**src/adc_seq_pkg.sv**
```systemverilog
// Constants and types shared by the conversion sequencer files.
package adc_seq_pkg;
  // Register word indices; the byte address is four times the index.
  localparam logic [5:0] IDX_RUN    = 6'h00;
  localparam logic [5:0] IDX_ACC    = 6'h01;
  localparam logic [5:0] IDX_REFCLK = 6'h02;
  localparam logic [5:0] IDX_DLY    = 6'h03;
  localparam logic [5:0] IDX_WIN    = 6'h04;
  localparam logic [5:0] IDX_CMD    = 6'h08;
  localparam logic [5:0] IDX_IEN    = 6'h0A;
  localparam logic [5:0] IDX_FLAG   = 6'h0B;
  localparam logic [5:0] IDX_RES    = 6'h10;
  localparam logic [5:0] IDX_WLT    = 6'h12;
  localparam logic [5:0] IDX_WHT    = 6'h14;
  // Writable bits of each byte register; the rest read as zero.
  localparam logic [7:0] RUN_WMASK  = 8'h87;
  localparam logic [7:0] ACC_WMASK  = 8'h07;
  localparam logic [7:0] REF_WMASK  = 8'h77;
  localparam logic [7:0] DLY_WMASK  = 8'hFF;
  localparam logic [7:0] WIN_WMASK  = 8'h07;
  localparam logic [7:0] IEN_WMASK  = 8'h03;
  localparam logic [7:0] REG_RESET  = 8'h00;
  // Field positions.
  localparam int EN_BIT    = 0;
  localparam int FREE_BIT  = 1;
  localparam int RES8_BIT  = 2;
  localparam int STBY_BIT  = 7;
  localparam int CAP_BIT   = 6;
  localparam int REF_LSB   = 4;
  localparam int CLOCK_DIVIDER_LSB = 0;
  localparam int DITH_BIT  = 4;
  localparam int SDLY_LSB  = 0;
  localparam int INIT_LSB  = 5;
  localparam int RDY_BIT   = 0;
  localparam int WIN_BIT   = 1;
  // Codes.
  localparam logic [1:0] REF_VDD   = 2'h1;
  localparam logic [2:0] ACC_MAX   = 3'h6;
  localparam logic [2:0] WIN_NONE  = 3'h0;
  localparam logic [2:0] WIN_BELOW = 3'h1;
  localparam logic [2:0] WIN_ABOVE = 3'h2;
  localparam logic [2:0] WIN_IN    = 3'h3;
  localparam logic [2:0] WIN_OUT   = 3'h4;
  localparam logic [1:0] RESP_OKAY = 2'h0;
  localparam logic [1:0] RESP_SLV  = 2'h2;
  // Sequencer states, Gray coded along idle-init-sample-release-gap.
  typedef enum logic [2:0] {
    ST_IDLE = 3'h0, ST_INIT = 3'h1, ST_SAMPLE = 3'h3,
    ST_RELEASE = 3'h2, ST_GAP = 3'h6
  } seq_state_t;
  // Startup delay in converter clock cycles; reserved codes act as 256.
  function automatic logic [8:0] init_cycles(input logic [2:0] code);
    logic [8:0] c;
    c = 9'h000;
    if (code != 3'h0) begin
      c = (code > 3'h5) ? 9'h100 : 9'(9'h008 << code);
    end
    return c;
  endfunction
endpackage

```
**src/conv_clock_if.sv**
```systemverilog
// Carrier between the sequencer and its converter clock divider.
`timescale 1ns/10ps
interface conv_clock_if;
  logic [2:0] clock_divider;  // Division code.
  logic       run;    // Divider counts while high.
  logic       tick;   // One-cycle converter clock enable.
  modport ctrl (output clock_divider, output run, input tick);
  modport gen  (input clock_divider, input run, output tick);
endinterface

```
**src/adc_conversion_sequencer.sv**
```systemverilog
// Conversion sequencer of a successive-approximation converter.
//
// Design decision made here: the AXI4-Lite slave port.
`timescale 1ns/10ps
// Contract
// - Resolution bit keeps 10 or upper 8 bits.
// - Free running waits for software start.
// - Free running restarts after each completion.
// - Enable bit gates converter, resets low.
// - Accumulate 1 to 64 samples per conversion.
// - Reference code selects internal or supply.
// - Converter clock divides by 2 to 256.
// - Capacitance bit passes to sampling circuit.
// - Startup delay before first sample.
// - Startup delay also after deep sleep wake.
// - Inter-sample delay holds sampling capacitor open.
// - Dither bit increments delay each sample.
// - Dithered delay wraps from 15 to 0.
// - Window mode chooses flag condition.
// - Window compares 16-bit result and thresholds.
// - Standby freezes sequencer unless run bit set; converter stays powered.
// - Start bit busy indicator; zero write aborts.
// - Flags clear by one write or result read.
// - Window compare once, after last sample.
// - Interrupt while flag and enable both set.
module adc_conversion_sequencer
  import adc_seq_pkg::*;
(
  input  wire logic        aclk,        // Peripheral clock, 20 MHz.
  input  wire logic        aresetn,     // Synchronous reset, low.
  input  wire logic [7:0]  awaddr,      // Write address.
  input  wire logic        awvalid,     // Write address valid.
  output logic             awready,     // Write address ready.
  input  wire logic [31:0] wdata,       // Write data.
  input  wire logic [3:0]  wstrb,       // Write byte strobes.
  input  wire logic        wvalid,      // Write data valid.
  output logic             wready,      // Write data ready.
  output logic [1:0]       bresp,       // Write response.
  output logic             bvalid,      // Write response valid.
  input  wire logic        bready,      // Write response ready.
  input  wire logic [7:0]  araddr,      // Read address.
  input  wire logic        arvalid,     // Read address valid.
  output logic             arready,     // Read address ready.
  output logic [31:0]      rdata,       // Read data.
  output logic [1:0]       rresp,       // Read response.
  output logic             rvalid,      // Read data valid.
  input  wire logic        rready,      // Read data ready.
  input  wire logic        standby,     // Chip is in standby sleep.
  input  wire logic        deep_wake,   // Pulse: woke to measure.
  input  wire logic        ana_ack,     // Analog conversion done.
  input  wire logic [9:0]  ana_value,   // Analog 10-bit value.
  output logic             ana_sample,  // Request one sample.
  output logic             ana_gap,     // Capacitor open in delay.
  output logic             adc_on,      // Converter powered.
  output logic             ref_vdd,     // Supply as reference.
  output logic             cap_reduced, // Reduced sample cap.
  output logic             irq_ready,   // Result ready request.
  output logic             irq_window   // Window match request.
);
  // Whole module state in one record.
  typedef struct packed {
    seq_state_t  st;        // Sequencer state.
    logic [7:0]  run;       // Run control.
    logic [7:0]  acc;       // Accumulation control.
    logic [7:0]  refclk;    // Reference and clock control.
    logic [7:0]  dly;       // Delay control.
    logic [7:0]  win;       // Window mode control.
    logic [7:0]  ien;       // Interrupt enables.
    logic        start_conversion;    // Conversion in progress.
    logic [1:0]  flags;     // Window match, result ready.
    logic [15:0] res;       // Conversion output.
    logic [15:0] wlt;       // Low threshold.
    logic [15:0] wht;       // High threshold.
    logic [15:0] sum;       // Running accumulation.
    logic [6:0]  nsamp;     // Samples taken this conversion.
    logic [8:0]  wcnt;      // Delay countdown in ticks.
    logic        need_init; // Startup delay pending.
    logic        en_seen;   // Enable as of last cycle.
    logic        int_seen;  // Internal reference last cycle.
    logic        ack_m;     // Acknowledge, first sync stage.
    logic        ack_s;     // Acknowledge, synchronised.
    logic [9:0]  val_m;     // Value, first sync stage.
    logic [9:0]  val_s;     // Value, synchronised.
    logic        aw_have;   // Write address held.
    logic        w_have;    // Write data held.
    logic [5:0]  waddr;     // Held write word index.
    logic [31:0] wdat;      // Held write data.
    logic [3:0]  wstb;      // Held write strobes.
    logic        awready;   // Bus handshake outputs follow.
    logic        wready;
    logic        bvalid;
    logic [1:0]  bresp;
    logic        arready;
    logic        rvalid;
    logic [31:0] rdata;
    logic [1:0]  rresp;
    logic        req;       // Sample request.
    logic        gap;       // Capacitor open between samples.
    logic        ref_vdd;   // Decoded reference choice.
    logic        irq_rdy;   // Interrupt outputs.
    logic        irq_win;
  } seq_s_t;

  seq_s_t      q;
  seq_s_t      d;
  logic        tick;        // Converter clock enable.
  logic        run_en;      // Enable bit.
  logic        run_ok;      // Enabled and not stopped by standby.
  logic        do_wr;       // Register write happens this cycle.
  logic        start_wr;    // Software wrote start one.
  logic        abort_wr;    // Software wrote start zero.
  logic        dly_wr;      // Software wrote the delay register.
  logic        last;        // Final sample of the accumulation.
  logic        done;        // Conversion completes this cycle.
  logic        win_hit;     // Window condition on the sum.
  logic [1:0]  clr;         // Flag clear requests.
  logic [1:0]  set;         // Flag set events.
  logic [15:0] samp;        // Sample after resolution select.
  logic [6:0]  target;      // Samples per conversion.
  logic [3:0]  sdly;        // Inter-sample delay field.

  conv_clock_if clk_if ();

  conv_clock_divider u_div (
    .aclk    (aclk),
    .aresetn (aresetn),
    .div     (clk_if.gen)
  );

  assign clk_if.clock_divider = q.refclk[CLOCK_DIVIDER_LSB +: 3];
  assign clk_if.run   = run_en;
  assign tick         = clk_if.tick;
  assign run_en       = q.run[EN_BIT];
  // Standby halts the sequencer in place unless run-in-standby is set.
  assign run_ok = run_en & (~standby | q.run[STBY_BIT]);
  assign sdly   = q.dly[SDLY_LSB +: 4];

  // Window test on unsigned values; reserved modes never match.
  always_comb begin
    unique case (q.win[2:0])
      WIN_BELOW: win_hit = q.sum < q.wlt;
      WIN_ABOVE: win_hit = q.sum > q.wht;
      WIN_IN:    win_hit = (q.sum > q.wlt) && (q.sum < q.wht);
      WIN_OUT:   win_hit = (q.sum < q.wlt) || (q.sum > q.wht);
      default:   win_hit = 1'b0;
    endcase
  end

  // Next-state logic: synchronisers, bus slave, then sequencer.
  always_comb begin
    d = q;
    // Analog pins pass two flip-flops before use.
    d.ack_m = ana_ack;
    d.ack_s = q.ack_m;
    d.val_m = ana_value;
    d.val_s = q.val_m;
    // Eight-bit mode drops the two lowest bits.
    samp = q.run[RES8_BIT] ? {8'h00, q.val_s[9:2]}
                           : {6'h00, q.val_s};
    // Reserved accumulation code counts as 64.
    target = 7'(7'h01 << ((q.acc[2:0] > ACC_MAX) ? ACC_MAX
                                                 : q.acc[2:0]));
    last = (q.nsamp + 7'h01) == target;
    done = 1'b0;
    start_wr = 1'b0;
    abort_wr = 1'b0;
    dly_wr = 1'b0;
    clr = 2'b00;
    set = 2'b00;
    do_wr = q.aw_have & q.w_have & ~q.bvalid;

    // Write address and data are taken independently.
    if (awvalid && q.awready) begin
      d.aw_have = 1'b1;
      d.awready = 1'b0;
      d.waddr   = awaddr[7:2];
    end
    if (wvalid && q.wready) begin
      d.w_have = 1'b1;
      d.wready = 1'b0;
      d.wdat   = wdata;
      d.wstb   = wstrb;
    end
    if (do_wr) begin
      d.aw_have = 1'b0;
      d.w_have  = 1'b0;
      d.bvalid  = 1'b1;
      d.bresp   = RESP_OKAY;
    end
    if (q.bvalid && bready) begin
      d.bvalid  = 1'b0;
      d.awready = 1'b1;
      d.wready  = 1'b1;
    end

    // Reads answer one cycle after the address is taken.
    if (arvalid && q.arready) begin
      d.arready = 1'b0;
      d.rvalid  = 1'b1;
      d.rresp   = RESP_OKAY;
      d.rdata   = 32'h0000_0000;
      case (araddr[7:2])
        IDX_RUN:    d.rdata[7:0] = q.run;
        IDX_ACC:    d.rdata[7:0] = q.acc;
        IDX_REFCLK: d.rdata[7:0] = q.refclk;
        IDX_DLY:    d.rdata[7:0] = q.dly;
        IDX_WIN:    d.rdata[7:0] = q.win;
        IDX_CMD:    d.rdata[0]   = q.start_conversion;
        IDX_IEN:    d.rdata[7:0] = q.ien;
        IDX_FLAG:   d.rdata[1:0] = q.flags;
        IDX_RES: begin
          d.rdata[15:0] = q.res;
          clr = 2'b11;
        end
        IDX_WLT:    d.rdata[15:0] = q.wlt;
        IDX_WHT:    d.rdata[15:0] = q.wht;
        default:    d.rresp = RESP_SLV;
      endcase
    end
    if (q.rvalid && rready) begin
      d.rvalid  = 1'b0;
      d.arready = 1'b1;
    end

    // Sequencer; it freezes in standby unless the run bit is set.
    if (run_ok) begin
      case (q.st)
        ST_IDLE: begin
          // Only a software start leaves idle.
          if (q.start_conversion && !q.ack_s) begin
            d.sum   = 16'h0000;
            d.nsamp = 7'h00;
            d.wcnt  = init_cycles(q.dly[INIT_LSB +: 3]);
            if (q.need_init && d.wcnt != 9'h000) begin
              d.st = ST_INIT;
            end else begin
              d.need_init = 1'b0;
              d.st        = ST_SAMPLE;
              d.req       = 1'b1;
            end
          end
        end
        ST_INIT: begin
          if (tick) begin
            d.wcnt = q.wcnt - 9'h001;
            if (q.wcnt == 9'h001) begin
              d.need_init = 1'b0;
              d.st        = ST_SAMPLE;
              d.req       = 1'b1;
            end
          end
        end
        ST_SAMPLE: begin
          if (q.ack_s) begin
            d.sum = q.sum + samp;
            d.req = 1'b0;
            d.st  = ST_RELEASE;
            if (q.dly[DITH_BIT]) begin
              // Four-bit add wraps 15 to 0.
              d.dly[SDLY_LSB +: 4] = sdly + 4'h1;
            end
          end
        end
        ST_RELEASE: begin
          if (!q.ack_s) begin
            d.nsamp = q.nsamp + 7'h01;
            if (last) begin
              done = 1'b1;
            end else if (sdly != 4'h0) begin
              d.wcnt = {5'h00, sdly};
              d.gap  = 1'b1;
              d.st   = ST_GAP;
            end else begin
              d.req = 1'b1;
              d.st  = ST_SAMPLE;
            end
          end
        end
        ST_GAP: begin
          if (tick) begin
            d.wcnt = q.wcnt - 9'h001;
            if (q.wcnt == 9'h001) begin
              d.gap = 1'b0;
              d.req = 1'b1;
              d.st  = ST_SAMPLE;
            end
          end
        end
        default: begin
          d.st = ST_IDLE;
        end
      endcase
    end

    // Completion stores the sum and compares it once.
    if (done) begin
      d.res = q.sum;
      set[RDY_BIT] = 1'b1;
      set[WIN_BIT] = win_hit;
      if (q.run[FREE_BIT]) begin
        d.sum   = 16'h0000;
        d.nsamp = 7'h00;
        d.req   = 1'b1;
        d.st    = ST_SAMPLE;
      end else begin
        d.start_conversion = 1'b0;
        d.st     = ST_IDLE;
      end
    end

    // Register writes land after the sequencer's own updates.
    if (do_wr && q.wstb[0]) begin
      case (q.waddr)
        IDX_RUN:    d.run    = q.wdat[7:0] & RUN_WMASK;
        IDX_ACC:    d.acc    = q.wdat[7:0] & ACC_WMASK;
        IDX_REFCLK: d.refclk = q.wdat[7:0] & REF_WMASK;
        IDX_DLY: begin
          d.dly  = q.wdat[7:0] & DLY_WMASK;
          dly_wr = 1'b1;
        end
        IDX_WIN:    d.win    = q.wdat[7:0] & WIN_WMASK;
        IDX_IEN:    d.ien    = q.wdat[7:0] & IEN_WMASK;
        IDX_FLAG:   clr      = clr | q.wdat[1:0];
        IDX_CMD: begin
          start_wr = q.wdat[0];
          abort_wr = ~q.wdat[0];
        end
        IDX_WLT:    d.wlt[7:0] = q.wdat[7:0];
        IDX_WHT:    d.wht[7:0] = q.wdat[7:0];
        default:    d.bresp = (q.waddr == IDX_RES) ? RESP_OKAY
                                                   : RESP_SLV;
      endcase
    end
    if (do_wr && q.wstb[1]) begin
      if (q.waddr == IDX_WLT) begin
        d.wlt[15:8] = q.wdat[15:8];
      end
      if (q.waddr == IDX_WHT) begin
        d.wht[15:8] = q.wdat[15:8];
      end
    end
    if (start_wr && run_en) begin
      d.start_conversion = 1'b1;
    end

    // Disable or a zero write stops any conversion.
    if (!run_en || (abort_wr && q.start_conversion)) begin
      d.start_conversion = 1'b0;
      d.st     = ST_IDLE;
      d.req    = 1'b0;
      d.gap    = 1'b0;
    end

    // Startup delay is owed after enable, internal ref, or wake.
    d.en_seen  = run_en;
    d.int_seen = (q.refclk[REF_LSB +: 2] == 2'h0);
    if ((run_en && !q.en_seen) || (d.int_seen && !q.int_seen) ||
        deep_wake) begin
      d.need_init = 1'b1;
    end
    // Reserved reference codes keep the internal one.
    d.ref_vdd = (q.refclk[REF_LSB +: 2] == REF_VDD);

    // Hardware set wins over a clear in the same cycle.
    d.flags   = (q.flags & ~clr) | set;
    d.irq_rdy = d.flags[RDY_BIT] & d.ien[RDY_BIT];
    d.irq_win = d.flags[WIN_BIT] & d.ien[WIN_BIT];
  end

  // State register; reset leaves the bus ready and registers clear.
  always_ff @(posedge aclk) begin
    if (!aresetn) begin
      q         <= '0;
      q.run     <= REG_RESET;
      q.awready <= 1'b1;
      q.wready  <= 1'b1;
      q.arready <= 1'b1;
    end else begin
      q <= d;
    end
  end

  assign awready     = q.awready;
  assign wready      = q.wready;
  assign bresp       = q.bresp;
  assign bvalid      = q.bvalid;
  assign arready     = q.arready;
  assign rdata       = q.rdata;
  assign rresp       = q.rresp;
  assign rvalid      = q.rvalid;
  assign ana_sample  = q.req;
  assign ana_gap     = q.gap;
  assign adc_on      = q.run[EN_BIT];
  assign ref_vdd     = q.ref_vdd;
  assign cap_reduced = q.refclk[CAP_BIT];
  assign irq_ready   = q.irq_rdy;
  assign irq_window  = q.irq_win;
endmodule

```
**src/conv_clock_divider.sv**
```systemverilog
// Converter clock enable generator dividing the peripheral clock.
`timescale 1ns/10ps
module conv_clock_divider
  import adc_seq_pkg::*;
(
  input wire logic aclk,    // Peripheral clock.
  input wire logic aresetn, // Synchronous reset, active low.
  conv_clock_if.gen div     // Division code in, tick out.
);
  typedef struct packed {
    logic [7:0] cnt;  // Free count of peripheral clocks.
    logic       tick; // Registered enable pulse.
  } div_state_t;
  div_state_t q;
  div_state_t d;
  logic [7:0] mask;   // Low bits that must all be set for a tick.

  // A tick comes every two to the power code plus one cycles.
  always_comb begin
    d = q;
    // Widen the code first so that code 7 does not wrap to a shift of 0.
    mask = 8'(({1'b0, 8'h01} << (4'(div.clock_divider) + 4'h1)) - 9'h001);
    if (div.run) begin
      d.cnt  = q.cnt + 8'h01;
      d.tick = ((q.cnt & mask) == mask);
    end else begin
      d.cnt  = 8'h00;
      d.tick = 1'b0;
    end
  end

  // State register.
  always_ff @(posedge aclk) begin
    if (!aresetn) begin
      q <= '0;
    end else begin
      q <= d;
    end
  end

  assign div.tick = q.tick;
endmodule

```
**config.mk**
```make
export PLATFORM = sky130hd
export DESIGN_NAME = adc_conversion_sequencer
export DESIGN_NICKNAME = d
export VERILOG_FILES = /design/src/adc_seq_pkg.sv /design/src/conv_clock_if.sv /design/src/adc_conversion_sequencer.sv /design/src/conv_clock_divider.sv
export SDC_FILE = /design/constraint.sdc
export NUM_CORES = 1
export LEC_CHECK = 0
export BUFFER_PORTS_ARGS = -buffer_cell sky130_fd_sc_hd__clkbuf_2
export CAP_MARGIN = 20
export CORE_MARGIN = 10
export CORE_UTILIZATION = 59
export DETAILED_ROUTE_END_ITERATION = 10
export PLACE_DENSITY = 0.8
export SLEW_MARGIN = 30
export SYNTH_ARGS = -nofsm -noshare
export SYNTH_HDL_FRONTEND = slang
export SYNTH_SLANG_ARGS = --single-unit
export TNS_END_PERCENT = 5
```
**constraint.sdc**
```tcl
create_clock -name aclk -period 3.7 [get_ports aclk]
set_input_delay 0.925 -clock aclk [delete_from_list [all_inputs] [get_ports aclk]]
set_output_delay 0.925 -clock aclk [all_outputs]
set_load 0.01 [all_outputs]
```
### Yosys cells after proc, flatten, opt, wreduce, memory -nomap -nowiden

Cells that the tools add are included.

| storage, ports and cells | value |
|---|---|
| register bits after elaboration | 202 |
| input port bits | 72 |

| operators by class | value |
|---|---|
| bitwise logic cells | 15 |
| add/subtract/negate cells | 7 |
| magnitude comparators | 6 |
| equal/unequal tests | 50 |
| muxes and demuxes | 86 |
| shift-type cells | 3 |
| reductions and logical operators | 57 |

Operator list:

| operator | number |
|---|---|
| $mux W9 | 8 |
| $mux W33 | 2 |
| $pmux W6 S8 | 1 |
| $mux W23 | 2 |
| $eq A6 B4 Y1 const B | 6 |
| $eq A6 B5 Y1 const B | 6 |
| $mux W2 | 18 |
| $pmux W9 S4 | 1 |
| $mux W3 | 11 |
| $gt A16 B16 Y1 | 2 |
| $lt A16 B16 Y1 | 2 |
| $mux W16 | 2 |
| $pmux W16 S2 | 1 |
| $eq A6 B2 Y1 const B | 4 |
| $pmux W8 S3 | 1 |
| $mux W1 | 23 |
| $reduce_and A2 Y1 | 11 |
| $ne A3 B3 Y1 const B | 7 |
| $mux W10 | 2 |
| $mux W20 | 1 |
| $mux W4 | 5 |
| $add A16 B10 Y16 | 1 |
| $logic_and A1 B1 Y1 | 14 |
| $pmux W7 S2 | 1 |
| 51 further kinds | 92 |

### Depth between registers and ports, before layout

Gate-level depths: netlist of run 1.

| logic depth | value |
|---|---|
| depth after elaboration | 14 |
| mapped depth | 11 |
| mapped depth without buffers | 11 |

### Hierarchy

A second synthesis of run 1 with hierarchy kept.

| second synthesis, totals | value |
|---|---|
| cells, all modules | 1,260 |
| area total of the unflattened synthesis | 10,575.1 um^2 |

Modules (own cells, without submodules):

| module | sequential area each (um^2) | cells each | instances | area each (um^2) |
|---|---|---|---|---|
| adc_conversion_sequencer | 3,843.7 | 1,203 | 1 | 10,095.9 |
| conv_clock_divider | 180.2 | 57 | 1 | 479.2 |

### Worst setup path before layout of run 1

Ideal clock, no wire load.

| timing path | value |
|---|---|
| kind | register to register |
| start point | reg q[240] (netlist name) |
| end point | reg q[145] (netlist name) |
| buffers on the path | 1 |
| slack | 798 ps |
| arrival | 2,746 ps |
| stages on the path, launching flop included | 12 |
| required time | 3,544 ps |
| period minus slack after synthesis | 2,902 ps |
| path through | dfxtp_1 clkbuf_1 mux2_2 fa_1 a21o_1 nand2_1 a21oi_1 o41ai_1 o21ai_0 and2_1 a31oi_1 a311oi_1 |

| on the way | value |
|---|---|
| word-level cells in the longest chain between the ends | 7 |

RTL lines:

| element | RTL line | RTL |
|---|---|---|
| start: declaration | adc_conversion_sequencer.sv:104 | `seq_s_t q;` |
| $mux W10 (*) | adc_conversion_sequencer.sv:158 | `samp = q.run[RES8_BIT] ? {8'h00, q.val_s[9:2]}` |
| $add A16 B10 Y16 (*) | adc_conversion_sequencer.sv:255 | `d.sum = q.sum + samp;` |
| $mux W16 (*) | adc_conversion_sequencer.sv:254 | `if (q.ack_s) begin` |
| $pmux W16 S2 (*) | adc_conversion_sequencer.sv:227 | `case (q.st)` |
| $mux W33 (*) | adc_conversion_sequencer.sv:226 | `if (run_ok) begin` |
| $mux W23 | adc_conversion_sequencer.sv:300 | `if (q.run[FREE_BIT]) begin` |
| $mux W23 (*) | adc_conversion_sequencer.sv:296 | `if (done) begin` |

Mark *: on every way between the ends. The rest lies on a longest branch, timed or not. The select of a mux whose other input is x is not followed.
A chain may end at the register's enable or synchronous reset.

### Worst setup path after layout of run 1

| timing path | value |
|---|---|
| start point | reg q[124] (netlist name) |
| end point | reg q[246] (netlist name) |

| on the way | value |
|---|---|
| word-level cells in the longest chain between the ends | 8 |

RTL lines:

| element | RTL line | RTL |
|---|---|---|
| $add A7 B1 Y7 (*) | adc_conversion_sequencer.sv:163 | `last = (q.nsamp + 7'h01) == target;` |
| $eq A7 B7 Y1 (*) | adc_conversion_sequencer.sv:163 |  |
| $mux W1 | adc_conversion_sequencer.sv:267 | `if (last) begin` |
| $mux W1 | adc_conversion_sequencer.sv:265 | `if (!q.ack_s) begin` |
| $mux W1 | adc_conversion_sequencer.sv:227 |  |
| $mux W1 | adc_conversion_sequencer.sv:226 |  |
| $ne A3 B3 Y1 (no line), or another cell as far along | - |  |
| $reduce_and A7 Y1 (no line) | - |  |

Mark *: on every way between the ends. The rest lies on a longest branch, timed or not.

==> results of run 1 <==
registers in the layout, indices dropped and copies added (netlist names), 2 cells and up:
name,cells
d,11
rdata,16
q,147
bresp,2
clk_if.clock_divider,3
u_div.q,8
where the power goes:
part           internal (mW)  total [mW]  leakage, nW  switching [mW]
clock                   1.36        2.24        0.363           0.881
sequential              2.20        2.25         1.63          0.0426
combinational         0.0803       0.217         2.90           0.137
total                   3.65        4.71         4.89            1.06
synthesized netlist by cell type, types with 12 or more instances:
library cell,instances,area share [%]
sky130_fd_sc_hd__nor2b_1,12,0.72
sky130_fd_sc_hd__a21oi_1,95,4.5
sky130_fd_sc_hd__nand3_1,47,2.2
sky130_fd_sc_hd__inv_1,53,1.9
sky130_fd_sc_hd__nor3_1,21,1.0
sky130_fd_sc_hd__dfxtp_1,201,38
sky130_fd_sc_hd__o21ai_0,39,1.9
sky130_fd_sc_hd__a22oi_1,14,1.0
sky130_fd_sc_hd__nand2b_1,13,0.78
sky130_fd_sc_hd__xnor2_1,14,1.2
sky130_fd_sc_hd__a211oi_1,12,0.86
sky130_fd_sc_hd__nand2_1,112,4.0
sky130_fd_sc_hd__ha_1,48,5.7
sky130_fd_sc_hd__a222oi_1,12,1.1
sky130_fd_sc_hd__and2_1,29,1.7
sky130_fd_sc_hd__mux2i_1,66,6.3
sky130_fd_sc_hd__clkbuf_1,50,1.8
sky130_fd_sc_hd__a31oi_1,15,0.90
sky130_fd_sc_hd__buf_4,37,2.7
sky130_fd_sc_hd__nor2_1,146,5.2
sky130_fd_sc_hd__and3_1,13,0.78
critical path: stages, from the launching register on:
cell and delay, ps:
sky130_fd_sc_hd__dfxtp_1 560, sky130_fd_sc_hd__ha_1 310, sky130_fd_sc_hd__nand3_1 130, sky130_fd_sc_hd__xnor2_1 220
sky130_fd_sc_hd__a2111o_1 420, sky130_fd_sc_hd__a311oi_1 320, sky130_fd_sc_hd__buf_4 200, sky130_fd_sc_hd__o211ai_4 90
sky130_fd_sc_hd__buf_4 330, sky130_fd_sc_hd__o221a_2 200, sky130_fd_sc_hd__a31oi_1 160, sky130_fd_sc_hd__nand2_1 60
metal layers:
layer | wire length (um) | global-route usage, %
met1 | 11200 | 26.6
met2 | 13000 | 37.2
met5 | 0 | 0
met3 | 2070 | 4.35
met4 | 725 | 7.54
per-stage QoR:
step,total power [mW],instance area [um2],hold WS (ps),std cells
after floorplan,2.44,10500,412,1252
after global placement,2.50,10800,418,1479
after detailed placement,2.51,10800,419,1479
after CTS,4.72,11500,432,1519
after global routing,4.85,11500,450,1519
final,4.71,11500,428,1519
path summary, 6_finish.rpt:
path                            slack [ps]                   to         startpoint  cells after the start
worst min-delay path                   430     q[97]$_SDFF_PN0_   d[97]$_SDFF_PN0_                      1
worst max-delay path                   590  q[246]$_SDFFE_PP0P_  q[124]$_SDFF_PN0_                     11
worst max register to register         590  q[246]$_SDFFE_PP0P_  q[124]$_SDFF_PN0_                     11
worst min register to register         430     q[97]$_SDFF_PN0_   d[97]$_SDFF_PN0_                      1
kinds of logic (layout without fill, tap and decap cells):
| group | Yosys count | in the layout |
|---|---|---|
| mux | 76 | 76 |
| xor+xnor | 25 | 25 |
| fa+ha+maj | 49 | 49 |
| buf+inv | 157 | 199 |
| flops | 201 | 201 |
| simple gates | 452 | 452 |
| other cells | 1 | 17 |
| compound gates | 275 | 275 |
area by class of cell:
type / instances / share of cell area, %
clock buffer: 32 / 5.62
clock inverter: 8 / 0.856
inverter: 54 / 1.77
multi-input combinational: 894 / 49.4
sequential: 201 / 34.9
tap: 225 / 2.44
timing repair buffer: 105 / 5.09
==> qor.log, run 1 <==
qor: routing.post-route-drc-count 0
qor: timing.finalHoldViolCount 0
qor: global_routing.grt_use_total 21.8%
qor: cells_and_area.areaGrowthSynthToFinish 10.4%
qor: timing.finalSetupViolCount 0
qor: status.outcome finished, final reports clean
qor: cells_and_area.layout.cells.most_common sky130_fd_sc_hd__dfxtp_1
qor: global_routing.global_route.overflow_total 0
qor: clock_network.maximum_buffer_depth_of_the_clock_tree 3
qor: synthesis.ys_ff_latch 201
qor: cells_and_area.layout.core_utilization 66.5%
qor: floorplanning.fp.coreArea 17,400 um2
qor: timing.maxSlewHeadroom 36.2%
qor: timing.drv_slew 0
qor: timing.final_clock_period_utilization_by_the_worst_path 84.1%
qor: clock_network.cts.repair_timing.setup_buffer_count 0
qor: clock_network.ctsResizeCount 0
qor: timing.layout_setup_ws 587 ps
qor: floorplanning.floorplan.initialDensity 60.2%
qor: clock_network.cts.clk_slew.worst_paths 60 ps
qor: synthesis.synth_xor_xnor_area_share 2.09%
qor: cells_and_area.most_frequent_cells_in_the_layout sky130_fd_sc_hd__dfxtp_1 (201), sky130_fd_sc_hd__nor2_1 (146), sky130_fd_sc_hd__nand2_1 (112)
qor: place.finalWeightedCongestion 0.931
qor: synthesis.netlist-cell-type-count 79
qor: timing.grt_setup_unrepaired false
qor: global_routing.antenna_found_initial 0
qor: floorplanning.die-height 153 um
qor: clock_network.insertion_delay 500 ps
qor: synthesis.synth_simple_gate_area_share 20.7%
qor: cells_and_area.antennaDiodeCount 0
qor: synthesis.adder_and_majority_cell_fraction_of_the_synthesized_area 5.94%
qor: synthesis.synth_cells 1,236
qor: routing.postRouteWirelength 27,000 um
qor: place.placement.io_buffers 80
qor: critical_path.timing.critical_path.required 4090 ps
qor: routing.via_count 9,146
qor: critical_path.arrival 3500 ps
qor: clock_network.cts_tree yes
qor: power.leakagePower 4.89 nW
qor: synthesis.synthMuxAreaShare 7.50%
qor: routing.drt_pass1_iterations 6
qor: synthesis.async_reset_ff_share 0%
qor: critical_path.worstSetupStartpointType flop
qor: place.place_hpwl 19,500 um
qor: clock_network.tritoncts_buffer_count 22
qor: floorplanning.floorplan.rows 48
qor: synthesis.synthFlopType sky130_fd_sc_hd__dfxtp_1
qor: clock_network.post_cts_hold_buffers 0
qor: global_routing.grt_max_degree 34
qor: timing.final.setup_skew 10.4 ps
qor: floorplanning.die_ar 23,400 um2
qor: place.detailedPlace.worstSlack 605 ps
qor: cells_and_area.sequential_cell_area 4020 um2
qor: timing.fin_setup_tns 0 ps
qor: synthesis.synth_compound_gate_area_share 17.7%
qor: clock_network.number_of_h_tree_levels 1
qor: floorplanning.die_w 153 um
qor: synthesis.yosys_warnings 0
qor: global_routing.first_global_vias 8,889
qor: clock_network.cts.sink_count 201
qor: timing.layout_min_cycle_time 3110 ps
qor: clock_network.clockRootBuffer sky130_fd_sc_hd__clkbuf_16
qor: power.power.density_cell_area 408 nW/um2
qor: global_routing.grt_pass1_wl 43,900 um
qor: critical_path.crit_type flop to flop
qor: job.cap_violations 0
qor: routing.drtIter0Drc 718
qor: timing.clock.fmax 0.321 GHz
qor: cells_and_area.final.fill_count 1,429
qor: synthesis.number_of_synthesized_flops_with_an_enable_pin 0
qor: cells_and_area.post_route_cells_drive_above_1_share 14.0%
qor: cells_and_area.design.final.nets 1,399
qor: floorplanning.boundary_pins 120
qor: critical_path.critPathCaptureType flop
qor: critical_path.critical_path_peak_fanout 25
qor: synthesis.synthesis.area 10,500 um2
qor: cells_and_area.multi_input_comb_area 5700 um2
qor: routing.routedWlPerCell 17.8 um
qor: power.vdd.ir_drop.worst 388 uV
qor: synthesis.syn_avg_cell_area 8.46 um2
qor: timing.timing_worst_slew_pin_value 954 ps
qor: routing.route.antenna.remaining_nets 0
qor: synthesis.synth-seq-area-share 38.5%
qor: synthesis.dominant_combinational_cell_family_by_area_after_synthesis simple AND/OR/NAND/NOR gates
qor: routing.detailed_route_vias_per_instance 6.02
qor: hold_path.worstHoldPathType flop to flop
Power figures use the tool's default switching activity.
==> run 2, diff against run 1 <==
--- a/config.mk
+++ b/config.mk
@@ -8,9 +8,9 @@
 export BUFFER_PORTS_ARGS = -buffer_cell sky130_fd_sc_hd__clkbuf_2
 export CAP_MARGIN = 20
 export CORE_MARGIN = 10
-export CORE_UTILIZATION = 59
+export CORE_UTILIZATION = 53
 export DETAILED_ROUTE_END_ITERATION = 10
-export PLACE_DENSITY = 0.8
+export PLACE_DENSITY = 0.76
 export SLEW_MARGIN = 30
 export SYNTH_ARGS = -nofsm -noshare
 export SYNTH_HDL_FRONTEND = slang
==> constraint.sdc (replaced) <==
create_clock -name aclk -period 2.59 [get_ports aclk]
set_input_delay 0.6475 -clock aclk [delete_from_list [all_inputs] [get_ports aclk]]
set_output_delay 0.6475 -clock aclk [all_outputs]
set_load 0.01 [all_outputs]
==> qor.log, run 2 (synthesis gave the netlist of run 1 again) <==
qor: hold_path.worstHoldPathType input pin to flop
qor: cells_and_area.areaGrowthSynthToFinish 18.1%
qor: cells_and_area.largest_reg_flops 147 [unchanged]
qor: status.outcome finished, final reports clean
qor: global_routing.antenna_found_initial 1 [+1]
qor: routing.routedWlPerCell 17.6 um [-0.79%]
qor: power.power.internal 5.39 mW [+48%]
qor: routing.post-route-drc-count 0 [unchanged]
qor: hold_path.timing.hold.worst_path_depth 2 [+1]
qor: timing.timing_worst_slew_pin_value 822 ps [-133 ps]
qor: global_routing.grt_max_degree 42 [+24%]
qor: timing.finalHoldViolCount 0 [unchanged]
qor: clock_network.cts_tree yes
qor: global_routing.grt_use_total 21.2% [-0.60 points]
qor: power.power.density_cell_area 560 nW/um2 [+37%]
qor: clock_network.cts.sink_count 201 [unchanged]
qor: routing.postRouteWirelength 28,700 um [+6.3%]
qor: hold_path.hold_start wvalid
qor: clock_network.insertion_delay 510 ps [about the same]
qor: global_routing.grt_pass1_wl 46,200 um [+5.2%]
qor: place.placement.cell_area 11,400 um2 [+5.6%]
qor: clock_network.post_cts_hold_buffers 0 [unchanged]
qor: global_routing.first_global_vias 9,229 [+3.8%]
qor: floorplanning.die_w 160 um [+4.8%]
qor: critical_path.arrival 2980 ps [-520 ps]
qor: floorplanning.floorplan.initialDensity 53.7% [-6.5 points]
qor: place.placement.io_buffers 80 [unchanged]
qor: clock_network.cts.clk_slew.worst_paths 60 ps [about the same]
qor: cells_and_area.design.final.nets 1,467 [+4.9%]
qor: routing.drtIter0Drc 826 [+15%]
qor: timing.final.setup_skew 14.9 ps [+4.47 ps]
qor: job.cap_violations 0 [unchanged]
qor: power.leakagePower 5.31 nW [+8.6%]
qor: floorplanning.boundary_pins 120 [unchanged]
qor: critical_path.worstSetupStartpointType flop
qor: timing.grt_setup_unrepaired true
qor: power.p_comb_share 4.9% [+0.3 points]
qor: timing.finalSetupViolCount 0 [unchanged]
qor: critical_path.critPathCaptureType flop
qor: timing.drv_slew 0 [unchanged]
qor: power.vdd.ir_drop.worst 514 uV [+32%]
qor: routing.via_count 9,450 [+3.3%]
qor: timing.layout_min_cycle_time 2550 ps [-563 ps]
qor: clock_network.number_of_h_tree_levels 1 [unchanged]
qor: timing.fin_setup_tns 0 ps [unchanged]
qor: global_routing.global_route.overflow_total 0 [unchanged]
qor: critical_path.timing.critical_path.required 3020 ps [-1070 ps]
qor: power.switching_power 1.52 mW [+43%]
qor: place.dpl.cell_count 1,584 [+7.1%]
qor: power.switching_share 22.0% [-0.55 points]
qor: timing.clock.fmax 0.392 GHz [+22%]
qor: timing.final_clock_period_utilization_by_the_worst_path 98.5% [+14 points]
qor: clock_network.maximum_buffer_depth_of_the_clock_tree 3 [unchanged]
qor: routing.detailed_route_vias_per_instance 5.81 [-3.5%]
qor: critical_path.rr_endpoint q[196]$_SDFF_PN0_
qor: clock_network.tritoncts_buffer_count 23 [+4.5%]
qor: critical_path.worst_r2r_path_depth 9 [-2]
qor: place.finalWeightedCongestion 0.934 [+0.35%]
qor: floorplanning.floorplan.rows 51 [+6.3%]
qor: routing.drt_pass1_iterations 6 [unchanged]
qor: power.seqPwrFrac 46.4% [-1.4 points]
qor: cells_and_area.final.fill_count 1,615 [+13%]
qor: cells_and_area.layout.cells.most_common sky130_fd_sc_hd__dfxtp_1
qor: critical_path.crit_type flop to flop
qor: cells_and_area.finalNonFillerCells 1,627 [+7.1%]
qor: timing.maxSlewHeadroom 43.8% [+7.6 points]
qor: critical_path.timing.reg2reg.setup_slack 40 ps [-550 ps]
qor: cells_and_area.most_frequent_cells_in_the_layout sky130_fd_sc_hd__dfxtp_1 (196), sky130_fd_sc_hd__nor2_1 (145), sky130_fd_sc_hd__nand2_1 (112)
qor: power.power.clock.fraction 48.7% [+1.1 points]
qor: power.overall_power 6.91 mW [+47%]
qor: floorplanning.die-height 160 um [+4.8%]
qor: routing.route.antenna.remaining_nets 0 [unchanged]
qor: cells_and_area.registers.top_by_ff_count q
qor: place.place_hpwl 20,800 um [+6.8%]
qor: critical_path.critical_path_peak_fanout 3 [-88%]
qor: hold_path.endpoint_of_the_worst_hold_timing_path wready$_SDFFE_PP1P_
qor: floorplanning.fp.coreArea 19,500 um2 [+12%]
qor: cells_and_area.post_route_cells_drive_above_1_share 20.2% [+6.2 points]
qor: critical_path.origin_of_the_worst_setup_path q[157]$_SDFFE_PN0P_
qor: floorplanning.die_ar 25,700 um2 [+9.8%]
qor: cells_and_area.finalInstanceArea 12,400 um2 [+7.0%]
qor: critical_path.worst_r2r_startpoint q[157]$_SDFFE_PN0P_
qor: clock_network.clockRootBuffer sky130_fd_sc_hd__clkbuf_16
run 2: routing by layer:
metal,share of wire [%],track usage [%],up-vias
met4,3.3,8.31,0
li1,-,-,4549
met2,48,36.0,376
met5,0,0,-
met3,7.8,4.19,62
met1,41,25.8,4463
run 2: power by group through the flow:
| stage | sequential, mW | clock [mW] | combinational, mW |
|---|---|---|---|
| floorplan | 3.25 | 0 | 0.241 |
| global placement | 3.27 | 0 | 0.322 |
| detailed placement | 3.27 | 0 | 0.328 |
| CTS | 3.21 | 3.42 | 0.332 |
| global route | 3.21 | 3.54 | 0.372 |
| finish | 3.21 | 3.36 | 0.337 |
run 2: worst max-delay path by stage:
| stage | endpoint | slack (ps) | depth (start not counted) |
|---|---|---|---|
| 3_5_place_dp | q[145]$_SDFF_PN0_ | -180 | 11 |
| 6_report | q[196]$_SDFF_PN0_ | 40 | 9 |
| 2_1_floorplan | q[123]$_SDFFE_PN0P_ | -4 | 10 |
| 5_1_grt | q[145]$_SDFF_PN0_ | -50 | 12 |
| 4_1_cts | q[141]$_SDFF_PN0_ | -20 | 12 |
| 3_3_place_gp | q[145]$_SDFF_PN0_ | -80 | 11 |
run 2: metrics by stage:
stage | worst slack (ps) | utilization [%] | hold slack, ps
CTS | -15.1 | 62.9 | 327
detailed placement | -177 | 58.6 | 419
global route | -53.0 | 63.4 | 349
floorplan | -3.68 | - | 412
global placement | -78.7 | 58.6 | 418
finish | 40.1 | 63.5 | 347
run 2: repair_timing:
| action | CTS | global route |
|---|---|---|
| pin swaps | 2 | 19 |
| resized for setup | 12 | 25 |
| setup endpoints to repair | 28 | 41 |
| buffers inserted | 1 | 1 |
run 2: worst max-delay path, cell delays in order (launching register included):
cell and delay, ps:
sky130_fd_sc_hd__dfxtp_1 350, sky130_fd_sc_hd__inv_1 50, sky130_fd_sc_hd__ha_1 280, sky130_fd_sc_hd__and3_1 190, sky130_fd_sc_hd__nand4_1 200, sky130_fd_sc_hd__a211oi_2 290
sky130_fd_sc_hd__a2111oi_2 110, sky130_fd_sc_hd__or4b_2 640, sky130_fd_sc_hd__a31o_2 250, sky130_fd_sc_hd__a21oi_1 130
run 2: cell type report:
| cell class | instances | area (um2) | area share, % |
|---|---|---|---|
| multi-input cells | 894 | 5850 | 47.4 |
| flip-flops and latches | 201 | 4030 | 32.6 |
| repair buffers | 172 | 1140 | 9.27 |
| clock buffers | 31 | 636 | 5.15 |
| well taps | 265 | 332 | 2.68 |
| inverters | 54 | 204 | 1.65 |
| clock inverters | 9 | 149 | 1.21 |
| diodes | 1 | 2.50 | 0.0203 |
